--- config.mk ---
export PLATFORM = sky130hd
export DESIGN_NAME = shift_register4
export DESIGN_NICKNAME = d
export VERILOG_FILES = /design/src/hdl/shreg_pkg.sv /design/src/hdl/pin_filter.sv /design/src/hdl/shift_register4.sv
export SDC_FILE = /design/constraint.sdc
export NUM_CORES = 1
export LEC_CHECK = 0
export BUFFER_PORTS_ARGS = -buffer_cell sky130_fd_sc_hd__buf_2
export CAP_MARGIN = 20
export CORE_MARGIN = 1
export CORE_UTILIZATION = 48
export CTS_CLUSTER_DIAMETER = 30
export DETAILED_ROUTE_END_ITERATION = 6
export GPL_TIMING_DRIVEN = 0
export PLACE_DENSITY_LB_ADDON = 0.05
export SYNTH_ARGS = -nofsm -noshare
export SYNTH_HDL_FRONTEND = slang
export SYNTH_SLANG_ARGS = --single-unit
--- constraint.sdc ---
create_clock -name CLOCK_I -period 0.8 [get_ports CLOCK_I]
set_input_delay 0 -clock CLOCK_I [delete_from_list [all_inputs] [get_ports CLOCK_I]]
set_output_delay 0 -clock CLOCK_I [all_outputs]
set_load 0.005 [all_outputs]
--- src/hdl/shreg_pkg.sv ---
// constants of the four-stage shift register; its input filter reads none of them
// assumes one 10 MHz system clock and an active-low asynchronous reset
`default_nettype none
package shreg_pkg;
   localparam int unsigned      STAGE_COUNT   = 4;     // storage stages
   localparam int unsigned      SYNC_DEPTH    = 3;     // flip-flops per pin input
   localparam int unsigned      CLOCK_PERIOD_NS = 100; // system clock period
   // bit positions inside the filtered pin vector
   localparam int unsigned      PIN_PAR_LSB   = 0;     // parallel data 0..3
   localparam int unsigned      PIN_SERIAL    = 4;
   localparam int unsigned      PIN_MODE      = 5;
   localparam int unsigned      PIN_DRIVE     = 6;
   localparam int unsigned      PIN_DEV_CLK   = 7;
   localparam int unsigned      PIN_COUNT     = 8;
   // reset values
   localparam logic [3:0]       STAGE_RST     = 4'h0;
   localparam logic [3:0]       KNOWN_RST     = 4'h0;
   localparam logic [7:0]       PIN_RST       = 8'h00;
   localparam logic             DRIVE_RST     = 1'b0;
endpackage
`default_nettype wire

--- src/hdl/pin_filter.sv ---
// three-flop input filter for pins from outside the clock domain
// assumes every bit is asynchronous to clk_i; output changes once stages 2 and 3 agree
`timescale 1ns/10ps
`default_nettype none
module pin_filter #(
   parameter int unsigned WIDTH = 8
) (
   input  wire logic             clk_i,
   input  wire logic             rst_b_i,
   input  wire logic [WIDTH-1:0] pin_i,
   output logic      [WIDTH-1:0] level_o
);
   typedef struct packed {
      logic [WIDTH-1:0] s1;
      logic [WIDTH-1:0] s2;
      logic [WIDTH-1:0] s3;
      logic [WIDTH-1:0] filt;
   } filt_state_t;

   filt_state_t q;
   filt_state_t d;

   // refuse a width the logic cannot serve
   if (WIDTH < 1) begin : g_bad_width
      $error("pin_filter: WIDTH must be at least 1");
   end

   // s1 feeds only s2; the filtered level follows s3 where s2 agrees
   always_comb begin
      d    = q;
      d.s1 = pin_i;
      d.s2 = q.s1;
      d.s3 = q.s2;
      for (int i = 0; i < WIDTH; i++) begin
         if (q.s2[i] == q.s3[i]) begin
            d.filt[i] = q.s3[i];
         end
      end
   end

   // state register, constant reset
   always_ff @(posedge clk_i or negedge rst_b_i) begin
      if (!rst_b_i) begin
         q <= '0;
      end else begin
         q <= d;
      end
   end

   assign level_o = q.filt;
endmodule
`default_nettype wire

--- src/hdl/shift_register4.sv ---
// four-stage load / shift-right register with three-state stage outputs
// assumes all inputs are board pins, asynchronous to CLOCK_I; the device clock
// arrives on DEV_CLK_I and its falling edge is found by sampling
//
// What this block does
// - four stages, four data, serial, mode, drive
// - stages change only on device clock fall
// - mode high: stages take parallel inputs
// - serial input ignored during parallel load
// - mode low: shift right, serial into stage0
// - drive high: outputs driven with stage contents
// - drive low: all four stage outputs high impedance
// - disabled outputs never stop register operation
`timescale 1ns/10ps
`default_nettype none
module shift_register4 (
   input  wire logic       CLOCK_I,
   input  wire logic       RST_B_I,
   input  wire logic       DEV_CLK_I,
   input  wire logic [3:0] PAR_DATA_I,
   input  wire logic       SHIFT_ENTRY_BIT_I,
   input  wire logic       MODE_SELECT_LINE_I,
   input  wire logic       OUTPUT_DRIVE_ENABLE_I,
   output logic            STAGE0_OUT_O,
   output logic            STAGE0_OUT_OE_O,
   output logic            STAGE1_OUT_O,
   output logic            STAGE1_OUT_OE_O,
   output logic            STAGE2_OUT_O,
   output logic            STAGE2_OUT_OE_O,
   output logic            STAGE3_OUT_O,
   output logic            STAGE3_OUT_OE_O,
   output logic            CONTENT_KNOWN_O
);
   // path of every pin through this block, in system clock edges:
   //   edge 1  the pin level enters the first filter flop
   //   edge 4  the filtered level moves once filter flops two and three agree
   //   edge 5  stages, output enables and the known flag take new values
   // all pins share the filter, so data, mode and serial bit reach the
   // decode logic in the same cycle as the filtered device clock fall;
   // no pin can be taken a cycle ahead of the clock it belongs to
   //
   // limitations a user must know:
   //   the device clock must stay high and low for at least two system
   //   clocks each, or the filter may never see a settled level
   //   data and mode must stand from one cycle before the fall to two
   //   cycles after it, since they are seen through the same filter
   //   the output disable is seen five system clocks late, not at once,
   //   because every output must come from a flop
   //   stages read zero after reset; the known flag tells when the
   //   contents are real data and not just the reset pattern
   //
   // left shift needs no logic here: the board feeds stage outputs 1..3
   // back to parallel pins 0..2 and the new bit to parallel pin 3, and
   // holds the mode pin high, so each fall runs an ordinary load; the
   // fed-back levels change only after the load that used them, so the
   // loop adds nothing to the five edge latency

   // short local names for the package positions used below
   localparam int unsigned NSTAGE   = shreg_pkg::STAGE_COUNT;
   localparam int unsigned NPIN     = shreg_pkg::PIN_COUNT;
   localparam int unsigned PAR_LSB  = shreg_pkg::PIN_PAR_LSB;
   localparam int unsigned SER_BIT  = shreg_pkg::PIN_SERIAL;
   localparam int unsigned MODE_BIT = shreg_pkg::PIN_MODE;
   localparam int unsigned DRV_BIT  = shreg_pkg::PIN_DRIVE;
   localparam int unsigned DCLK_BIT = shreg_pkg::PIN_DEV_CLK;

   // refuse package values that the fixed port list cannot serve
   if (NSTAGE != 4) begin : g_bad_stages
      $error("shift_register4: four stages are wired to the ports");
   end
   if (NPIN != NSTAGE + 4) begin : g_bad_pins
      $error("shift_register4: pin vector must hold data plus four controls");
   end
   if (PAR_LSB + NSTAGE > SER_BIT) begin : g_bad_par
      $error("shift_register4: parallel pins overlap the serial pin");
   end
   if (DCLK_BIT >= NPIN || DRV_BIT >= NPIN || MODE_BIT >= NPIN) begin : g_bad_ctl
      $error("shift_register4: control pin outside the pin vector");
   end
   if (shreg_pkg::SYNC_DEPTH != 3) begin : g_bad_sync
      $error("shift_register4: the pin filter has exactly three flops");
   end

   // whole state of the block, registered as one word
   typedef struct packed {
      logic       clk_prev;  // filtered device clock, one cycle old
      logic [3:0] stage;     // storage stages 0..3
      logic [3:0] known;     // stages holding defined data
      logic       known_all; // all four stages defined, for the output flop
      logic       drive;     // registered output enable
   } reg_state_t;

   reg_state_t       q;
   reg_state_t       d;
   logic [NPIN-1:0]  pins;        // raw pins, gathered for the filter
   logic [NPIN-1:0]  level;       // filtered pins
   logic             dev_clk;     // filtered device clock
   logic             fall;        // device clock fell in this cycle
   logic             load_mode;   // filtered mode pin, high selects load
   logic             serial_bit;  // filtered serial entry pin
   logic             drive_pin;   // filtered output control pin
   logic [3:0]       par_level;   // filtered parallel data pins
   logic             load_now;    // a load happens in this cycle
   logic             shift_now;   // a right shift happens in this cycle
   wire  logic [3:0] stage_load;  // stage values a load would give
   wire  logic [3:0] stage_shift; // stage values a shift would give
   wire  logic [3:0] known_shift; // known flags a shift would give

   // gather pins into one vector for the filter
   assign pins = {DEV_CLK_I, OUTPUT_DRIVE_ENABLE_I, MODE_SELECT_LINE_I,
                  SHIFT_ENTRY_BIT_I, PAR_DATA_I};

   pin_filter #(
      .WIDTH (NPIN)
   ) u_filter (
      .clk_i   (CLOCK_I),
      .rst_b_i (RST_B_I),
      .pin_i   (pins),
      .level_o (level)
   );

   // split the filtered vector into named levels
   assign dev_clk    = level[DCLK_BIT];
   assign load_mode  = level[MODE_BIT];
   assign serial_bit = level[SER_BIT];
   assign drive_pin  = level[DRV_BIT];
   assign par_level  = level[PAR_LSB +: 4];

   // a fall is a filtered high followed by a filtered low; the edge
   // register resets low like the filter, so the idle-high pin coming
   // out of reset shows as a rise and never as a false fall
   assign fall = q.clk_prev & ~dev_clk;

   // the mode level picks the operation only at a fall
   assign load_now  = fall & load_mode;
   assign shift_now = fall & ~load_mode;

   // per-stage candidates for a load and for a right shift
   for (genvar k = 0; k < 4; k++) begin : g_stage
      // a load takes the matching parallel pin, never the serial one
      assign stage_load[k] = par_level[k];
      if (k == 0) begin : g_entry
         // stage 0 takes the serial entry bit and is known from then on
         assign stage_shift[k] = serial_bit;
         assign known_shift[k] = 1'h1;
      end else begin : g_chain
         // later stages take the old value of the stage before them
         assign stage_shift[k] = q.stage[k-1];
         assign known_shift[k] = q.known[k-1];
      end
   end

   // next state: load or shift on a device clock fall, else hold
   always_comb begin
      d          = q;
      d.clk_prev = dev_clk;
      d.drive    = drive_pin;
      // loads and shifts never look at the drive level
      case ({load_now, shift_now})
         2'h2: begin
            d.stage = stage_load;
            d.known = 4'hF;
         end
         2'h1: begin
            d.stage = stage_shift;
            d.known = known_shift;
         end
         default: begin
            d.stage = q.stage;
            d.known = q.known;
         end
      endcase
      // summary flag is registered so the output comes from a flop
      d.known_all = &d.known;
   end

   // state register, constant reset
   always_ff @(posedge CLOCK_I or negedge RST_B_I) begin
      if (!RST_B_I) begin
         q.clk_prev  <= 1'h0;
         q.stage     <= shreg_pkg::STAGE_RST;
         q.known     <= shreg_pkg::KNOWN_RST;
         q.known_all <= &shreg_pkg::KNOWN_RST;
         q.drive     <= shreg_pkg::DRIVE_RST;
      end else begin
         q <= d;
      end
   end

   // outputs straight from the state flops; data keeps running when undriven
   assign STAGE0_OUT_O    = q.stage[0];
   assign STAGE1_OUT_O    = q.stage[1];
   assign STAGE2_OUT_O    = q.stage[2];
   assign STAGE3_OUT_O    = q.stage[3];
   // one enable flop for all four pins, so they switch together
   assign STAGE0_OUT_OE_O = q.drive;
   assign STAGE1_OUT_OE_O = q.drive;
   assign STAGE2_OUT_OE_O = q.drive;
   assign STAGE3_OUT_OE_O = q.drive;
   assign CONTENT_KNOWN_O = q.known_all;
endmodule
`default_nettype wire

# Yosys cells after proc, flatten, opt, wreduce, memory -nomap -nowiden
# Cells that the tools add are included.
[word_totals] output_inout_bits=9 regBits=43 word_cells=34 inputBits=10
[classes] eq_ne=10 reduce_logical=2 n_bitwise=5 muxes=1
[op_table] op="case mux 8 bit (2 select lines)" n=1
[op_table] op="== test 1 bit" n=8
[op_table] op="AND reduction 4 bit" n=1
[op_table] op="bitwise AND 1 bit" n=3
[op_table] op="== test 2 x 1 -> 1 bit, second input constant" n=1
[op_table] op="== test 2 bit, second input constant" n=1
[op_table] op="inverter 1 bit" n=2
[op_table] op="nonzero test 2 bit" n=1

# Depth between registers and ports, before layout
# Gate-level depths: netlist of run 1.
[depth] word_depth=6 ltp_mapped=4 depth_no_buf=3

# Modules after synthesis
# From an unflattened synthesis of run 1, not the netlist that was laid out.
[unflattened] hier_cells=90 hier_area_um2=1422.6
[by_module_without_submodules] mod="pin_filter" instances=1 cells_per_inst=48 area_per_inst_um2=950.9 seq_area_each_um2=800.8
[by_module_without_submodules] mod="shift_register4" instances=1 cells_per_inst=42 area_per_inst_um2=471.7 seq_area_each_um2=275.3

# Least setup slack after synthesis of run 1
# Ideal clock, no wire load.
[synth_timing] path_kind="register to register" start="reg u_filter.level_o[5] (netlist name)" end="reg u_filter.q, in the netlist u_filter.level_o[5]" path_slack_ns=-0.096 t_arrival_ns=0.770 path_stages_with_launch=3 period_less_slack_ns=0.896 setup_time_ns=0.126 n_path_buf=1 t_required_ns=0.674 path_cell_list="dfrtp_1 > buf_6 > maj3_2"
[synth_rtl] item="end signal, assigned" line="pin_filter.sv:44" rtl="q <= '0;"
[synth_rtl] item="end signal, assigned" line="pin_filter.sv:46" rtl="q <= d;"
[synth_rtl] item="end, declared" line="pin_filter.sv:20" rtl="filt_state_t q;"

# Worst setup path in the final report of run 1
[layout_timing] start="reg q, in the netlist STAGE0_OUT_OE_O" end="out STAGE2_OUT_OE_O"
[layout_rtl] item="start, declared" line="shift_register4.sv:93" rtl="reg_state_t q;"
[layout_rtl] item="end, declared" line="shift_register4.sv:29" rtl="output logic STAGE2_OUT_OE_O,"
# No word-level cell between the ends.

==> results of run 1 <==
==> area by class of cell <==
| class | instances | area [um2] |
|---|---|---|
| fill | 179 | 882 |
| clock inverter | 3 | 43.8 |
| buffer | 5 | 53.8 |
| sequential | 43 | 1080 |
| tap | 31 | 38.8 |
| clock buffer | 5 | 37.5 |
| timing repair buffer | 34 | 267 |
| multi-input combinational | 34 | 335 |
==> cell usage after synthesis, types with 2 or more instances <==
| master | count | area (um2) |
|---|---|---|
| dfrtp_1 | 43 | 1080 |
| nand2_1 | 8 | 30.0 |
| maj3_1 | 7 | 70.1 |
| mux2i_1 | 4 | 40.0 |
| o21ai_2 | 4 | 35.0 |
| buf_4 | 3 | 22.5 |
| buf_6 | 2 | 22.5 |
| nor2_1 | 2 | 7.51 |
| o21ai_0 | 2 | 10.0 |
==> registers in the layout, indices dropped and copies added, names as in the netlist <==
register,cells
STAGE0_OUT_O,1
u_filter.level_o,8
CONTENT_KNOWN_O,1
u_filter.d,16
STAGE1_OUT_O,1
known_shift,3
STAGE2_OUT_O,1
u_filter.q,8
STAGE3_OUT_O,1
q,2
STAGE0_OUT_OE_O,1
==> power by group through the flow <==
stage / Combinational (uW) / Sequential, uW / Clock, uW
floorplan: 338 / 2590 / 0
global placement: 527 / 2590 / 0
detailed placement: 552 / 2610 / 0
CTS: 735 / 2550 / 1390
global route: 916 / 2600 / 1480
finish: 845 / 2570 / 1350
==> cell families (layout without fill, tap and decap cells) <==
| kind of cell | count (synthesis) | count (layout) | synth area share [%] |
|---|---|---|---|
| muxes | 4 | 4 | 2.90 |
| adders and majority gates | 8 | 8 | 5.88 |
| and+or+nand+nor | 15 | 15 | 5.70 |
| buffers and inverters | 5 | 47 | 3.26 |
| AOI/OAI and AO/OA | 7 | 7 | 4.43 |
| DFF | 43 | 43 | 77.8 |
==> worst max-delay path, delay by kind of cell (launching register included) <==
| kind | cells | cell delay (ps) |
|---|---|---|
| flops | 1 | 420 |
| buf+inv | 2 | 240 |
==> repair_timing <==
item / CTS / global route
hold endpoints to repair: 51 / 43
setup endpoints to repair: 25 / 25
resized for setup: 7 / 11
cloned: 0 / 1
setup buffers: 6 / 1
pin swaps: 8 / 10
==> layer usage <==
metal | vias up | wire, um | GRT usage [%]
met1 | 365 | 880 | 18.4
met2 | 18 | 973 | 20.0
met3 | 6 | 90 | 7.67
met5 | - | 0 | 0
met4 | 0 | 44 | 8.57
li1 | 352 | - | -
==> layout by cell type (no fill, tap or decap), drive strengths merged <==
master       count
nand2b           2
dlygate4sd3      8
a32oi            1
buf             30
clkinv           2
bufinv           1
maj3             8
o21ai            6
nor2             3
nor3             1
and2b            1
mux2i            4
clkbuf           6
nand2            8
dfrtp           43
==> per-stage QoR <==
step	instance area (um2)	cells	hold WS, ps	worst slack [ps]	util, %
5_1_grt	1850	155	-172	-260	67.7
3_3_place_gp	1540	131	108	-117	56.2
4_1_cts	1780	153	-206	-231	65.0
6_report	1850	155	-240	-209	67.7
3_5_place_dp	1540	131	109	-139	56.2
2_1_floorplan	1410	82	-296	-84.9	-
==> worst max-delay path by stage <==
stage	startpoint	to	slack [ps]
CTS	STAGE0_OUT_OE_O	STAGE3_OUT_OE_O	-230
global route	STAGE0_OUT_OE_O	STAGE2_OUT_OE_O	-260
global placement	u_filter.level_o[7]	STAGE0_OUT_O	-120
floorplan	u_filter.level_o[5]	u_filter.level_o[5]	-80
detailed placement	u_filter.level_o[7]	STAGE2_OUT_O	-140
finish	STAGE0_OUT_OE_O	STAGE2_OUT_OE_O	-210
==> reports/metrics.csv, run 1 <==
stage,metric,value,unit
pwr,Static Leak,0.000867,uW
worst_setup_path,internal reg-to-reg setup slack,-200,ps
route,Routed Antenna Nets,0,
pwr,total power,4760,uW
global_route,wire length of the first global-routing pass,3.20,mm
synth,"EDFF count, synth",0,
route,wire per inst,12.8,um
worst_setup_path,CP Data Required Time,800,ps
sta,Final Skew,10.4,ps
run_status,outcome,"finished, violations left",
clocking,Sink Count,43,
worst_setup_path,Crit Path Max Fanout,4,
placed_design,DP Wirelength,1.16,mm
synth,Syn Nets,92,
sta,final slew viol count,0,
floorplan,Row Count,19,
synth,YS warnings,0,
global_route,largest net degree at the start of global routing,44,
worst_setup_path,Crit-path slowest cell,dfrtp_1,
layout,layout cell share with drive strength beyond 1,52.4,%
synth,Synth Cell Area,0.00138,mm2
run_status,failing checks,"negative hold slack, negative setup slack",
worst_setup_path,WS Path Type,reg -> out,
sta,Setup TNS,-2790,ps
sta,relative max-transition margin,40.1,%
route,initial drt markers,8,
clocking,Worst-Skew Late Latency,350,ps
hold_path,worst hold path class,in -> async,
worst_setup_path,R2R cell count,4,
synth,Most used DFF post-synth,dfrtp_1,
sta,Tcrit/Tclk final,126,%
pwr,switch share,25.3,%
route,DRC violations left,0,
sta,Fin. Hold Viols,43,
sta,hold_ws,-240,ps
global_route,gr ovfl total,0,
layout,antenna fix cells,0,
floorplan,I/O pin total,19,
clocking,CTS tree,done,
pwr,Reg power frac,54.0,%
placed_design,gp weighted congestion,0.678,
sta,Worst Tran Pin Value,899,ps
sta,RSZ-0062 raised after global routing,yes,
placed_design,PortBufs,18,
clocking,hold_buf cts,8,
worst_setup_path,Crit path largest cell delay,420,ps
sta,Fmax,0.991,GHz
pwr,switching power,1210,uW
route,DR vias,741,
clocking,H-tree Lvls,2,
route,WL final,1.99,mm
floorplan,Initial Util,50.6,%
sta,fin worst setup slack,-209,ps
pwr,VDD IR-drop max,0.00244,V
global_route,GRT Util Overall,14.6,%
pwr,combinational power share,17.7,%
clocking,Inserted Clock Buffers,5,
layout,P&R area growth vs syn,33.9,%
worst_setup_path,Reg-to-Reg Start,u_filter.level_o[7],
worst_setup_path,reg2reg end,STAGE0_OUT_O,
worst_setup_path,worst path cell trace,buf_4 -> buf_6,
pwr,clock power share,28.3,%
route,Pre-Repair DR Iteration Count,4,
floorplan,core box area,0.00273,mm2
worst_setup_path,Setup crit end kind,output pin,
worst_setup_path,WP data arrival,1010,ps
layout,nets,133,
synth,Post-Syn Instances,82,
route,DR vias/cell,4.78,
sta,Final Setup Violations,26,
global_route,vias in the first global route,729,
clocking,CTS Root Cell,clkbuf_4,
synth,Synth Area per Inst,16.9,um2
flow_run,Max Cap Viol,0,
pwr,Internal,3560,uW
synth,"flops & latches, synth",43,
floorplan,Die Height,55.7,um
floorplan,die area,0.00310,mm2
sta,Final min period,1010,ps
synth,Synth cell types,16,
global_route,initial antenna violation count,0,
synth,"Seq/Total Area, Yosys",77.8,%
synth,Synth async-reset ratio,100,%
clocking,clk slew on worst S/H paths,130,ps
clocking,Max Root-Sink Buffers,2,
floorplan,Die Width,55.7,um
worst_setup_path,startpoint types,flip-flop,
pwr,Power per Cell Area,2570,mW/mm2
No activity file was read; power rests on OpenSTA's default activity.
==> inputs of run 2 (changes only) <==
--- a/config.mk
+++ b/config.mk
@@ -5,6 +5,7 @@
 export SDC_FILE = /design/constraint.sdc
 export NUM_CORES = 1
 export LEC_CHECK = 0
+export ABC_AREA = 1
 export BUFFER_PORTS_ARGS = -buffer_cell sky130_fd_sc_hd__buf_2
 export CAP_MARGIN = 20
 export CORE_MARGIN = 1
@@ -12,7 +13,7 @@
 export CTS_CLUSTER_DIAMETER = 30
 export DETAILED_ROUTE_END_ITERATION = 6
 export GPL_TIMING_DRIVEN = 0
-export PLACE_DENSITY_LB_ADDON = 0.05
+export PLACE_DENSITY_LB_ADDON = 0.1
 export SYNTH_ARGS = -nofsm -noshare
 export SYNTH_HDL_FRONTEND = slang
 export SYNTH_SLANG_ARGS = --single-unit
==> run 2 against run 1 <==
Against the previous run:
- sequential power hardly changed
- final cell count is 7.1% higher
- hold slack better by 8.9 ps
- the flow still finishes with violations (negative hold slack, negative setup slack)
- final area is 2.0% lower
- setup slack worse by 15 ps
- critical endpoint is now CONTENT_KNOWN_O
- clock power is 15% lower
- power is 6.8% lower
- count of clock-buffer cells in the layout is 3 higher
- critical path depth is 2 higher
- flip-flop and latch count stayed put
==> reports/metrics.csv, run 2 <==
stage,metric,value,unit
route,DR vias,783,
global_route,initial antenna violation count,0,
sta,Tcrit/Tclk final,128,%
pwr,Reg power frac,57.5,%
sta,Worst Tran Pin Value,899,ps
layout,design area,0.00182,mm2
route,Pre-Repair DR Iteration Count,4,
placed_design,PortBufs,18,
global_route,vias in the first global route,688,
synth,"flops & latches, synth",43,
sta,Fmax,0.977,GHz
clocking,hold_buf cts,8,
synth,Synth Cell Area,0.00134,mm2
clocking,Max Root-Sink Buffers,2,
global_route,gr ovfl total,0,
sta,hold_ws,-231,ps
clocking,CTS Root Cell,clkbuf_4,
global_route,largest net degree at the start of global routing,44,
synth,"EDFF count, synth",0,
synth,Post-Syn Instances,93,
layout,layout cell share with drive strength beyond 1,44.9,%
clocking,CTS tree,done,
placed_design,gp weighted congestion,0.681,
run_status,failing checks,"negative hold slack, negative setup slack",
worst_setup_path,CP startpoint,u_filter.level_o[5],
route,DRC violations left,0,
floorplan,Die Height,54.8,um
clocking,Inserted Clock Buffers,5,
pwr,switch share,24.9,%
route,WL final,1.93,mm
worst_setup_path,WP data arrival,1280,ps
clocking,Worst-Skew Late Latency,340,ps
clocking,Sink Count,43,
run_status,outcome,"finished, violations left",
floorplan,Die Width,54.8,um
sta,Setup TNS,-2600,ps
floorplan,Initial Util,52.2,%
route,Routed Antenna Nets,0,
layout,utilization after layout,70.7,%
synth,"Seq/Total Area, Yosys",80.3,%
layout,area of the multi-input gates,314,um2
layout,nets,145,
worst_setup_path,WS Path Type,reg -> reg,
sta,Final min period,1020,ps
route,DR vias/cell,4.72,
pwr,switching power,1100,uW
global_route,GRT Util Overall,15.2,%
route,wire per inst,11.6,um
synth,Most used DFF post-synth,dfrtp_1,
pwr,Internal,3340,uW
worst_setup_path,Crit Path Max Fanout,5,
sta,RSZ-0062 raised after global routing,yes,
floorplan,Row Count,18,
clocking,H-tree Lvls,2,
synth,Syn Nets,103,
sta,Final Skew,11.1,ps
sta,relative max-transition margin,40.1,%
placed_design,Placement Setup Slack,-201,ps
pwr,combinational power share,16.6,%
worst_setup_path,CP Data Required Time,1050,ps
sta,Final Setup Violations,23,
worst_setup_path,internal reg-to-reg setup slack,-220,ps
worst_setup_path,crit path to,CONTENT_KNOWN_O,
global_route,wire length of the first global-routing pass,2.95,mm
floorplan,I/O pin total,19,
sta,final slew viol count,0,
synth,Synth cell types,10,
clocking,clk slew on worst S/H paths,120,ps
worst_setup_path,reg2reg end,CONTENT_KNOWN_O,
layout,most frequent cells in the layout,"dfrtp_1 (40), buf_2 (15), nand2_1 (13)",
pwr,VDD IR-drop max,0.00208,V
synth,top-count cell post-synth,dfrtp_1,
flow_run,Max Cap Viol,0,
hold_path,worst hold path class,in -> async,
layout,fillers,170,
floorplan,die area,0.00301,mm2
layout,"commonest non-fill, non-tap cell in the layout",dfrtp_1,
worst_setup_path,Setup crit end kind,flip-flop,
placed_design,area post-placement,0.00150,mm2
synth,most frequent cells after synthesis,"dfrtp_1 (43), nand2_1 (19), maj3_1 (8), inv_1 (6), nand3_1 (6)",
synth,"area leader, netlist",dfrtp_1,
synth,Synth async-reset ratio,100,%
pwr,Power per Cell Area,2450,mW/mm2
route,initial drt markers,7,
worst_setup_path,Reg-to-Reg Start,u_filter.level_o[5],
pwr,Static Leak,0.000874,uW
synth,top post-synthesis cells by area,"dfrtp_1 (80%), maj3_1 (6.0%), nand2_1 (5.3%)",
layout,P&R area growth vs syn,35.5,%
synth,post-synth top area share,80.3,%
layout,antenna fix cells,0,
sta,fin worst setup slack,-224,ps
sta,Fin. Hold Viols,43,
placed_design,DP Wirelength,1.13,mm
layout,max FFs per register,16,
synth,Synth Area per Inst,14.4,um2
worst_setup_path,startpoint types,flip-flop,
synth,YS warnings,0,
pwr,clock power share,25.9,%
floorplan,core box area,0.00257,mm2
layout,Storage cell area,0.00108,mm2
worst_setup_path,R2R cell count,4,
## run 2: cell types whose count changed after synthesis, moves of 2 or more
| cell | previous run | this run |
|---|---|---|
| nand2_1 | 8 | 19 |
| mux2i_1 | 4 | 0 |
| nor2_1 | 2 | 4 |
| buf_6 | 2 | 0 |
| inv_1 | 0 | 6 |
| o21ai_2 | 4 | 0 |
| nand3_1 | 0 | 6 |
## run 2: per-stage QoR
step	instances	power [uW]
global route	166	4700
detailed placement	141	3030
floorplan	93	2810
finish	166	4440
CTS	165	4340
global placement	141	3010
## run 2: worst min path at each step
stage	cells after the start	end	from	slack (ps)
2_1_floorplan	0	CONTENT_KNOWN_O	RST_B_I	-300
3_3_place_gp	1	u_filter.d[21]	MODE_SELECT_LINE_I	110
3_5_place_dp	1	u_filter.d[18]	PAR_DATA_I[2]	110
4_1_cts	1	STAGE1_OUT_O	RST_B_I	-210
5_1_grt	1	u_filter.d[22]	RST_B_I	-160
6_report	1	STAGE1_OUT_O	RST_B_I	-230
## run 2: final cells by class
cell class / instances / share of cell area (%)
flip-flops and latches: 43 / 59.5
multi-input cells: 42 / 17.3
repair buffers: 34 / 14.1
clock buffers: 8 / 3.79
well taps: 30 / 2.07
plain buffers: 3 / 1.86
inverters: 6 / 1.38
## run 2: kinds of logic after synthesis
family,count (synthesis),share of synthesized area [%]
simple gates,31,9.62
fa+ha+maj,8,5.98
buf+inv,9,3.36
compound gates,2,0.747
flops,43,80.3
## run 2: per-layer routing
layer	global-route usage, %	part of all wire (%)	up-vias
li1	-	-	379
met1	19.2	47	377
met2	20.9	45	22
met3	8.33	5.5	5
met4	7.69	2.1	0
met5	0	0	-
## run 2: critical path, stage by stage (launching register included)
cell and delay, ps:
dfrtp_2 480, o21ai_1 230, nand2_2 110, nand2_1 80, nor2_1 40
## run 2: power by group through the flow
stage | Clock (uW) | Sequential (uW) | Combinational (uW)
6_report | 1150 | 2550 | 737
5_1_grt | 1290 | 2590 | 819
4_1_cts | 1190 | 2530 | 616
3_5_place_dp | 0 | 2590 | 447
3_3_place_gp | 0 | 2580 | 434
2_1_floorplan | 0 | 2570 | 244
## run 2: what timing repair did
item                                   4_1_cts  5_1_grt
setup endpoints to repair                   26       26
setup buffers                                7        1
pin swaps                                    7        8
resized for setup                           10       20
endpoints found under the hold margin       51       43
cloned                                       1        0
